File: src/pkg/ivte_pkg.sv
`default_nettype none
package ivte_pkg;
    // Source table: source k has trap number FIRST_TRAP + k, vector = trap * 4
    localparam int          IVTE_NUM_SRC    = 56;
    localparam logic [6:0]  IVTE_FIRST_TRAP = 7'h10;
    localparam logic [6:0]  IVTE_EXT_TRAP   = 7'h40;   // Shared extension vectors 40h..43h
    localparam int          IVTE_VEC_W      = 9;
    localparam int          IVTE_ADDR_W     = 12;

    // Per-source control word layout
    localparam int          IVTE_LVL_LSB    = 0;
    localparam int          IVTE_IE_BIT     = 6;
    localparam int          IVTE_IR_BIT     = 7;
    localparam int          IVTE_ROUTE_BIT  = 8;
    localparam int          IVTE_CHAN_LSB   = 9;

    // Register offsets (byte addresses)
    localparam logic [11:0] IVTE_CTRL_BASE  = 12'h000;
    localparam logic [11:0] IVTE_CNT_BASE   = 12'h100;
    localparam logic [11:0] IVTE_TIR_OFF    = 12'h140;
    localparam logic [11:0] IVTE_IST_OFF    = 12'h144;
    localparam logic [11:0] IVTE_IMSK_OFF   = 12'h148;
    localparam logic [11:0] IVTE_PRIO_OFF   = 12'h14C;
    localparam logic [11:0] IVTE_STATE_OFF  = 12'h150;

    // Hardware traps: bit positions in trap_indication_register and trap numbers
    localparam int          IVTE_T_NMI      = 0;
    localparam int          IVTE_T_STKOF    = 1;
    localparam int          IVTE_T_STKUF    = 2;
    localparam int          IVTE_T_CLASSB   = 3;
    localparam logic [6:0]  IVTE_TN_NMI     = 7'h02;
    localparam logic [6:0]  IVTE_TN_STKOF   = 7'h04;
    localparam logic [6:0]  IVTE_TN_STKUF   = 7'h06;
    localparam logic [6:0]  IVTE_TN_CLASSB  = 7'h0A;
    localparam logic [1:0]  IVTE_RANK_A     = 2'h2;
    localparam logic [1:0]  IVTE_RANK_B     = 2'h1;
    localparam logic [3:0]  IVTE_TOP_PRIO   = 4'hF;

    // Status events
    localparam int          IVTE_EV_TRAP    = 0;
    localparam int          IVTE_EV_CNTZ    = 1;
    localparam int          IVTE_EV_VEC     = 2;
    localparam int          IVTE_NUM_EV     = 3;

    // Reset values
    localparam logic [11:0] IVTE_CTRL_RST   = 12'h000;
    localparam logic [2:0]  IVTE_MASK_RST   = 3'h0;
    localparam logic [3:0]  IVTE_PRIO_RST   = 4'h0;

    typedef enum logic [1:0] {IVTE_IDLE, IVTE_VEC_WAIT, IVTE_XFER_WAIT} ivte_state_t;

    // Vector location of a trap number
    function automatic logic [8:0] ivte_vec_of(input logic [6:0] tn);
        return {tn, 2'b00};
    endfunction
endpackage
`default_nettype wire

File: src/hdl/ivte_top.sv
// What this block does
// - Each source owns a request flag, an enable flag and a vector at its trap number times four.
// - Sources cover trap numbers 10h..47h, the shared extension vectors sitting at 40h..43h from 100h.
// - A hardware trap is taken at once, unmaskable, through its own vector like an interrupt entry.
// - Every hardware trap also sets its own bit in the trap indication register.
// - A trap preempts anything except an active trap service of equal or higher rank, behind which it waits.
// - During a trap service, neither standard interrupts nor event transfers are granted.
// - Each source has one of sixteen levels and only a strictly higher level interrupts a service.
// - A routed source costs one transfer cycle per request, and vectors when its channel count hits zero.
//
// Local design decisions: the APB register port and the register offsets.
`default_nettype none
module ivte_top
    import ivte_pkg::*;
#(
    parameter int NUM_SRC = IVTE_NUM_SRC,
    parameter int NUM_CH  = 8,
    parameter int CNT_W   = 8
) (
    input  wire logic                   clk,
    input  wire logic                   rst_b,
    input  wire logic [IVTE_ADDR_W-1:0] paddr,
    input  wire logic                   psel,
    input  wire logic                   penable,
    input  wire logic                   pwrite,
    input  wire logic [31:0]            pwdata,
    output logic      [31:0]            prdata,
    output logic                        pready,
    output logic                        pslverr,
    input  wire logic [NUM_SRC-1:0]     src_evt,
    input  wire logic [3:0]             trap_evt,
    output logic                        vec_req,
    output logic                        vec_is_trap,
    output logic      [6:0]             vec_trap,
    output logic      [IVTE_VEC_W-1:0]  vec_addr,
    input  wire logic                   vec_ack,
    input  wire logic                   svc_return,
    input  wire logic [3:0]             ret_prio,
    output logic                        xfer_req,
    output logic      [2:0]             xfer_chan,
    input  wire logic                   xfer_ack,
    output logic      [3:0]             cpu_prio,
    output logic                        trap_active,
    output logic                        irq
);
    // Elaboration check: trap numbers must stay within 7 bits and channels within 3
    if (NUM_SRC < 1 || NUM_SRC > 56 || NUM_CH < 1 || NUM_CH > 8 || CNT_W < 1 || CNT_W > 16) begin : g_bad_param
        $error("ivte_top parameter out of range");
    end

    localparam int SW = $clog2(NUM_SRC + 1);

    // Reset release through two flops
    logic rst_s1_q, rst_sync_b;
    always_ff @(posedge clk or negedge rst_b) begin
        if (!rst_b) begin
            rst_s1_q   <= 1'b0;
            rst_sync_b <= 1'b0;
        end else begin
            rst_s1_q   <= 1'b1;
            rst_sync_b <= rst_s1_q;
        end
    end

    // State
    ivte_state_t            state_q;
    logic [3:0]             lvl_q   [NUM_SRC];
    logic [NUM_SRC-1:0]     ie_q, ir_q, route_q;
    logic [2:0]             chan_q  [NUM_SRC];
    logic [CNT_W-1:0]       cnt_q   [NUM_CH];
    logic [3:0]             tir_q, tpend_q;
    logic [IVTE_NUM_EV-1:0] ist_q, imsk_q;
    logic [3:0]             prio_q;
    logic [1:0]             rank_q, rank_prev_q, sel_rank_q;
    logic [SW-1:0]          sel_idx_q;
    logic [1:0]             sel_tbit_q;
    logic [31:0]            rdata_q;
    logic                   err_q;

    // APB decode: setup captures read data, access completes with no wait
    wire             setup   = psel & ~penable;
    wire             wr_acc  = psel & penable & pwrite;
    wire [9:0]       widx    = paddr[11:2];
    wire             is_ctrl = (paddr < IVTE_CTRL_BASE + 12'(4 * NUM_SRC)) && (paddr[1:0] == 2'b00);
    wire             is_cnt  = (paddr >= IVTE_CNT_BASE) && (paddr < IVTE_CNT_BASE + 12'(4 * NUM_CH))
                               && (paddr[1:0] == 2'b00);
    wire [SW-1:0]    cidx    = SW'(widx);
    wire [2:0]       nidx    = 3'(widx - 10'(IVTE_CNT_BASE >> 2));
    wire             wr_tir  = wr_acc && paddr == IVTE_TIR_OFF;
    wire             wr_ist  = wr_acc && paddr == IVTE_IST_OFF;
    wire             wr_msk  = wr_acc && paddr == IVTE_IMSK_OFF;
    wire             wr_prio = wr_acc && paddr == IVTE_PRIO_OFF;
    wire             mapped  = is_ctrl | is_cnt | paddr == IVTE_TIR_OFF | paddr == IVTE_IST_OFF
                               | paddr == IVTE_IMSK_OFF | paddr == IVTE_PRIO_OFF | paddr == IVTE_STATE_OFF;
    assign pready  = psel & penable;
    assign prdata  = rdata_q;
    assign pslverr = err_q;

    // Read mux
    logic [31:0] rmux;
    always_comb begin
        rmux = 32'h0000_0000;
        if (is_ctrl)
            rmux = 32'({chan_q[cidx], route_q[cidx], ir_q[cidx], ie_q[cidx], 2'b00, lvl_q[cidx]});
        else if (is_cnt)
            rmux = 32'(cnt_q[nidx]);
        else if (paddr == IVTE_TIR_OFF)
            rmux = 32'(tir_q);
        else if (paddr == IVTE_IST_OFF)
            rmux = 32'(ist_q);
        else if (paddr == IVTE_IMSK_OFF)
            rmux = 32'(imsk_q);
        else if (paddr == IVTE_PRIO_OFF)
            rmux = 32'(prio_q);
        else if (paddr == IVTE_STATE_OFF)
            rmux = 32'({rank_q, tpend_q, 2'(state_q)});
    end

    always_ff @(posedge clk or negedge rst_sync_b) begin
        if (!rst_sync_b) begin
            rdata_q <= 32'h0000_0000;
            err_q   <= 1'b0;
        end else if (setup) begin
            rdata_q <= pwrite ? 32'h0000_0000 : rmux;
            err_q   <= ~mapped;
        end
    end

    // Interrupt arbitration: highest enabled level above the CPU level, lowest index on ties
    logic          best_ok;
    logic [SW-1:0] best_idx;
    logic [3:0]    best_lvl;
    always_comb begin
        best_ok  = 1'b0;
        best_idx = '0;
        best_lvl = 4'h0;
        for (int k = 0; k < NUM_SRC; k++) begin
            if (ir_q[k] && ie_q[k] && lvl_q[k] > prio_q
                && (!best_ok || lvl_q[k] > best_lvl)) begin
                best_ok  = 1'b1;
                best_idx = SW'(k);
                best_lvl = lvl_q[k];
            end
        end
    end

    // Trap selection: class A in fixed order, then class B
    wire [1:0] tsel_bit  = tpend_q[IVTE_T_NMI]   ? 2'(IVTE_T_NMI)   :
                           tpend_q[IVTE_T_STKOF] ? 2'(IVTE_T_STKOF) :
                           tpend_q[IVTE_T_STKUF] ? 2'(IVTE_T_STKUF) : 2'(IVTE_T_CLASSB);
    wire [1:0] tsel_rank = (tpend_q[2:0] != 3'b000) ? IVTE_RANK_A :
                           (tpend_q[IVTE_T_CLASSB] ? IVTE_RANK_B : 2'h0);
    wire       trap_go   = tsel_rank > rank_q;
    wire [6:0] tsel_tn   = tsel_bit == 2'(IVTE_T_NMI)   ? IVTE_TN_NMI   :
                           tsel_bit == 2'(IVTE_T_STKOF) ? IVTE_TN_STKOF :
                           tsel_bit == 2'(IVTE_T_STKUF) ? IVTE_TN_STKUF : IVTE_TN_CLASSB;
    wire       int_go    = best_ok && rank_q == 2'h0;
    wire       use_xfer  = route_q[best_idx] && cnt_q[chan_q[best_idx]] != '0;
    wire [6:0] src_tn    = IVTE_FIRST_TRAP + 7'(best_idx);

    // Completion strobes
    wire vec_done   = state_q == IVTE_VEC_WAIT && vec_ack;
    wire xfer_done  = state_q == IVTE_XFER_WAIT && xfer_ack;
    wire trap_taken = vec_done && vec_is_trap;
    wire int_taken  = vec_done && !vec_is_trap;
    wire cnt_last   = xfer_done && cnt_q[xfer_chan] == CNT_W'(1);

    // Sequencer handshake state machine
    always_ff @(posedge clk or negedge rst_sync_b) begin
        if (!rst_sync_b) begin
            state_q     <= IVTE_IDLE;
            vec_is_trap <= 1'b0;
            vec_trap    <= 7'h00;
            vec_addr    <= '0;
            xfer_chan   <= 3'h0;
            sel_idx_q   <= '0;
            sel_tbit_q  <= 2'h0;
            sel_rank_q  <= 2'h0;
        end else begin
            unique case (state_q)
                IVTE_IDLE: begin
                    if (trap_go) begin
                        state_q     <= IVTE_VEC_WAIT;
                        vec_is_trap <= 1'b1;
                        vec_trap    <= tsel_tn;
                        vec_addr    <= ivte_vec_of(tsel_tn);
                        sel_tbit_q  <= tsel_bit;
                        sel_rank_q  <= tsel_rank;
                    end else if (int_go) begin
                        sel_idx_q   <= best_idx;
                        vec_is_trap <= 1'b0;
                        vec_trap    <= src_tn;
                        vec_addr    <= ivte_vec_of(src_tn);
                        xfer_chan   <= chan_q[best_idx];
                        state_q     <= use_xfer ? IVTE_XFER_WAIT : IVTE_VEC_WAIT;
                    end
                end
                IVTE_VEC_WAIT:  if (vec_ack) state_q <= IVTE_IDLE;
                IVTE_XFER_WAIT: if (xfer_ack) state_q <= IVTE_IDLE;
            endcase
        end
    end
    assign vec_req  = state_q == IVTE_VEC_WAIT;
    assign xfer_req = state_q == IVTE_XFER_WAIT;

    // CPU level and trap service nesting
    always_ff @(posedge clk or negedge rst_sync_b) begin
        if (!rst_sync_b) begin
            prio_q      <= IVTE_PRIO_RST;
            rank_q      <= 2'h0;
            rank_prev_q <= 2'h0;
        end else if (trap_taken) begin
            prio_q      <= IVTE_TOP_PRIO;
            rank_prev_q <= rank_q;
            rank_q      <= sel_rank_q;
        end else if (int_taken) begin
            prio_q      <= lvl_q[sel_idx_q];
        end else if (svc_return) begin
            prio_q      <= ret_prio;
            rank_q      <= rank_prev_q;
            rank_prev_q <= 2'h0;
        end else if (wr_prio) begin
            prio_q      <= pwdata[3:0];
        end
    end
    assign cpu_prio    = prio_q;
    assign trap_active = rank_q != 2'h0;

    // Trap pending and indication bits: a new trap wins over any clear
    wire [3:0] tclr = trap_taken ? 4'(1) << sel_tbit_q : 4'h0;
    always_ff @(posedge clk or negedge rst_sync_b) begin
        if (!rst_sync_b) begin
            tpend_q <= 4'h0;
            tir_q   <= 4'h0;
        end else begin
            tpend_q <= trap_evt | (tpend_q & ~tclr);
            tir_q   <= trap_evt | (tir_q & ~(wr_tir ? pwdata[3:0] : 4'h0));
        end
    end

    // Per-source control words
    for (genvar k = 0; k < NUM_SRC; k++) begin : g_src
        wire wr_k  = wr_acc && is_ctrl && cidx == SW'(k);
        wire hclr  = sel_idx_q == SW'(k) && (int_taken || (xfer_done && !cnt_last));
        always_ff @(posedge clk or negedge rst_sync_b) begin
            if (!rst_sync_b) begin
                lvl_q[k]   <= IVTE_CTRL_RST[3:0];
                ie_q[k]    <= IVTE_CTRL_RST[IVTE_IE_BIT];
                ir_q[k]    <= IVTE_CTRL_RST[IVTE_IR_BIT];
                route_q[k] <= IVTE_CTRL_RST[IVTE_ROUTE_BIT];
                chan_q[k]  <= IVTE_CTRL_RST[IVTE_CHAN_LSB +: 3];
            end else begin
                ir_q[k] <= src_evt[k] | (!hclr && (wr_k ? pwdata[IVTE_IR_BIT] : ir_q[k]));
                if (wr_k) begin
                    lvl_q[k]   <= pwdata[IVTE_LVL_LSB +: 4];
                    ie_q[k]    <= pwdata[IVTE_IE_BIT];
                    route_q[k] <= pwdata[IVTE_ROUTE_BIT];
                    chan_q[k]  <= pwdata[IVTE_CHAN_LSB +: 3];
                end
            end
        end
    end

    // Transfer counters: one decrement per transfer
    for (genvar c = 0; c < NUM_CH; c++) begin : g_cnt
        always_ff @(posedge clk or negedge rst_sync_b) begin
            if (!rst_sync_b)
                cnt_q[c] <= '0;
            else if (xfer_done && xfer_chan == 3'(c))
                cnt_q[c] <= cnt_q[c] - CNT_W'(1);
            else if (wr_acc && is_cnt && nidx == 3'(c))
                cnt_q[c] <= pwdata[CNT_W-1:0];
        end
    end

    // Interrupt status, mask and output
    wire [IVTE_NUM_EV-1:0] ev = {vec_done, cnt_last, trap_taken};
    always_ff @(posedge clk or negedge rst_sync_b) begin
        if (!rst_sync_b) begin
            ist_q  <= '0;
            imsk_q <= IVTE_MASK_RST;
        end else begin
            ist_q <= ev | (ist_q & ~(wr_ist ? pwdata[IVTE_NUM_EV-1:0] : '0));
            if (wr_msk)
                imsk_q <= pwdata[IVTE_NUM_EV-1:0];
        end
    end
    assign irq = |(ist_q & imsk_q);
endmodule
`default_nettype wire

File: config.mk
export PLATFORM = sky130hd
export DESIGN_NAME = ivte_top
export DESIGN_NICKNAME = d
export VERILOG_FILES = /design/src/pkg/ivte_pkg.sv /design/src/hdl/ivte_top.sv
export SDC_FILE = /design/constraint.sdc
export NUM_CORES = 2
export LEC_CHECK = 0
export ABC_CLOCK_PERIOD_IN_PS = 50700
export BUFFER_PORTS_ARGS = -buffer_cell sky130_fd_sc_hd__buf_4
export CAP_MARGIN = 20
export CORE_MARGIN = 1.5
export CORE_UTILIZATION = 55
export DETAILED_ROUTE_END_ITERATION = 12
export PLACE_DENSITY = 0.68
export SLEW_MARGIN = 20
export SYNTH_ARGS = -nofsm -noshare
export SYNTH_HDL_FRONTEND = slang
export SYNTH_SLANG_ARGS = --single-unit
File: constraint.sdc
create_clock -name clk -period 50.7 [get_ports clk]
set_input_delay 7.605 -clock clk [delete_from_list [all_inputs] [get_ports clk]]
set_output_delay 7.605 -clock clk [all_outputs]
set_load 0.01 [all_outputs]
==> results.tsv <==
stage	metric	value	unit
cts	cts_tree	built	
grt	grt_antenna_before_repair	18	
worst_setup_path	cp-end-kind	flop	
worst_setup_path	crit-reg2reg-launch	cpu_prio[1]$_DFFE_PN0P_	
synthesis	synthAdderAreaFrac	9.454	%
synthesis	yosysSeqAreaShare	31.07	%
timing	fin_crit_sh	158.6	%
synthesis	synth_xor_area_share	0	%
grt	grt_pass1_wl	326600	microns
drt	drc_errors	0	
worst_setup_path	r2r_cells	470	
floorplanning	dieArea	0.1021	sq mm
drt	drtPass1Iterations	6	
power_and_ir_drop	clkPwrFrac	42.7	%
cts	cts_hold_buf	0	
worst_setup_path	critPathArrivalTime	81.03	ns
synthesis	ys_warn_count	0	
place	numPortBuffers	135	
timing	clock_skew	0.03023	ns
worst_setup_path	r2r_end	state_q[0]$_DFFE_PN0P_	
final_layout	design_area	0.07219	sq mm
synthesis	synth_edf_count	0	
synthesis	synth_area	0.05509	sq mm
synthesis	synth-simple-area-share	14.03	%
timing	slew_viol_final	0	
power_and_ir_drop	swShare	29.95	%
power_and_ir_drop	pwr-share-seq	38.5	%
run_status	violations	negative setup slack	
worst_setup_path	slowest_delay	0.55	ns
worst_setup_path	path_max_fanout	10	
drt	drt_iter0_markers	6373	
cts	cts.sinks	684	
synthesis	synth-main-ff-cell	dfrtp_1	
timing	setup_slack	-29.73	ns
synthesis	ys_async_sr_fraction	100.0	%
cts	htreeDepth	3	
worst_setup_path	worst_path_max_delay_cell	o41a_1	
synthesis	synth_compound_area_share	17.46	%
final_layout	syn2layout_area_growth	31.06	%
synthesis	synth_top_area_share	31.07	%
floorplanning	rows	115	
power_and_ir_drop	ir_drop	0.00003011	V
worst_setup_path	cp_common_cell	a21oi_2	
synthesis	yosys-top-cells-count	dfrtp_1 (684), nand2_1 (510), mux2_2 (472)	
power_and_ir_drop	switching_power	0.4350	mW
timing	fin_crit	80.43	ns
floorplanning	floorplan.initialDensity	55.73	%
synthesis	syn_avg_cell_area	9.888	sq um
grt	gr-usage-all-layers	42.09	%
final_layout	drive_gt1_share	42.11	%
drt	vias_per_cell	6.721	
timing	slew_headroom	21.50	%
drt	wirelength	221100	microns
cts	root_buffer	clkbuf_16	
min_path	hold_path_class	reg -> async	
synthesis	ys_ff_latch	684	
synthesis	synth.top_cells.by_area	dfrtp_1 (31%), mux4_2 (11%), mux2_2 (9.6%)	
synthesis	synthMuxAreaShare	23.77	%
floorplanning	chipWidth	319.5	microns
grt	gr-total-overflow	0	
synthesis	synth_top_family_by_area	multiplexers	
worst_setup_path	crit_type	reg -> reg	
worst_setup_path	start_kind	flop	
timing	holdWs	0.2370	ns
worst_setup_path	path_buf_inv	42	
place	dp_hpwl	158600	microns
floorplanning	core	0.09885	sq mm
cts	cts_made_buffers	78	
power_and_ir_drop	comb_power_share	18.8	%
cts	clk_latency	0.68	ns
drt	wl_per_cell	27.30	microns
power_and_ir_drop	cellPowerDensity	20.12	mW/mm^2
place	place_area	0.06542	sq mm
timing	fmax	0.01243	GHz
cts	path_clk_slew	0.07	ns
synthesis	yosysUniqueCellTypes	117	
grt	grt_max_degree	142	
drt	route.vias.total	54449	
final_layout	nets	7269	
synthesis	synth_most_common_cell	dfrtp_1	
power_and_ir_drop	p_leak	32.72	nW
timing	worst_pin_slew	1.173	ns
worst_setup_path	critPathTopFamily	compound AO/OA/AOI/OAI gates	
place	pre_cts_slack	-30.19	ns
worst_setup_path	reg2reg_slack	-29.73	ns
timing	finalSetupViolCount	18	
place	place_congestion	1.014	
floorplanning	pin_count	178	
timing	hold_viol	0	
timing	grt_setup_unrepaired	true	
grt	grt_pass1_vias	52748	
synthesis	postSynthCellCount	5571	
run_status	status	finished, violations left	
flow_run	drv_cap	0	
cts	clk_path_buf_depth	3	
drt	ant_nets	0	
floorplanning	die_h	319.5	microns
power_and_ir_drop	p_int	1.018	mW
worst_setup_path	crit_required	51.30	ns
synthesis	synth_top_area_cell	dfrtp_1	
## power groups by stage
stage	registers, mW	clock network [mW]	logic [mW]
after floorplan	0.579	0	0.148
after global placement	0.569	0	0.245
after detailed placement	0.569	0	0.255
after CTS	0.559	0.621	0.262
after global routing	0.560	0.642	0.293
final	0.560	0.621	0.272
## layout make-up
| class | instances | area [sq um] |
|---|---|---|
| well taps | 1287 | 1610 |
| diodes | 11 | 27.53 |
| clock buffers | 104 | 2222 |
| fillers | 7096 | 26660 |
| clock inverters | 39 | 521.8 |
| repair buffers | 1368 | 10670 |
| flip-flops and latches | 684 | 17130 |
| inverters | 259 | 985.9 |
| multi-input cells | 4349 | 39030 |
## placed cells by master (no fill, tap or decap), types with 40 or more instances in the layout
cell type	instances
mux4_2	280
nand4_1	78
dfrtp_1	680
clkbuf_16	81
ha_1	334
nand2b_1	54
nor3_1	91
mux2_2	442
o21ai_0	244
buf_6	40
o21a_1	115
or2_2	56
nand3_1	149
a21oi_2	76
a21oi_1	223
mux2i_1	131
a21o_1	53
nor2_1	320
o211ai_1	49
o21ai_1	48
nand2_1	490
nor2b_1	99
a31oi_1	44
buf_4	1306
inv_1	235
ha_4	74
## cells by family after synthesis
group	after synthesis
muxes	898
AOI/OAI and AO/OA	1397
DFF	684
other	2
and+or+nand+nor	1611
buffers and inverters	562
adders and majority gates	417
## worst max-delay path by stage
| stage | start | to | slack [ns] | depth (start not counted) |
|---|---|---|---|---|
| 2_1_floorplan | cpu_prio[1]$_DFFE_PN0P_ | state_q[0]$_DFFE_PN0P_ | -28.38 | 459 |
| 3_3_place_gp | cpu_prio[3]$_DFFE_PN0P_ | state_q[0]$_DFFE_PN0P_ | -27.74 | 451 |
| 3_5_place_dp | cpu_prio[3]$_DFFE_PN0P_ | state_q[0]$_DFFE_PN0P_ | -30.19 | 460 |
| 4_1_cts | cpu_prio[1]$_DFFE_PN0P_ | state_q[0]$_DFFE_PN0P_ | -27.87 | 462 |
| 5_1_grt | cpu_prio[1]$_DFFE_PN0P_ | state_q[0]$_DFFE_PN0P_ | -33.89 | 475 |
| 6_report | cpu_prio[1]$_DFFE_PN0P_ | state_q[0]$_DFFE_PN0P_ | -29.73 | 470 |
## sequential cells by signal (all words and copies together), names as in the netlist, 3 cells and up
register and flops:
cpu_prio 4, lvl_q 224, sel_idx_q 6, chan_q 168
xfer_chan 3, ie_q 56, route_q 56, prdata 12
tir_q 4, vec_addr 7, ir_q 56, cnt_q 64
tpend_q 4, ist_q 3, imsk_q 3
## metrics by stage
step | instances | utilization, % | setup TNS (ns) | total power, mW
finish | 8101 | 73.03 | -514.68 | 1.453
global route | 8091 | 73.01 | -589.00 | 1.494
global placement | 7691 | 66.18 | -472.99 | 0.8141
CTS | 8030 | 71.69 | -480.59 | 1.442
detailed placement | 7691 | 66.18 | -516.66 | 0.8241
floorplan | 5592 | - | -488.88 | 0.7270
## per-layer routing
metal	global-route usage, %	part of all wire, %	wire (microns)	vias up
li1	-	-	-	23435
met1	55.43	38	84430	26852
met2	63.49	44	96910	3376
met3	11.77	12	26380	766
met4	21.49	6.0	13300	20
met5	0	0.061	134	-
## repair_timing
action,in CTS,in global routing
gates resized for setup,252,158
setup buffers,193,58
gates cloned,3,3
pin swaps,265,202
setup endpoints to repair,18,18
Power figures use the tool's default switching activity.
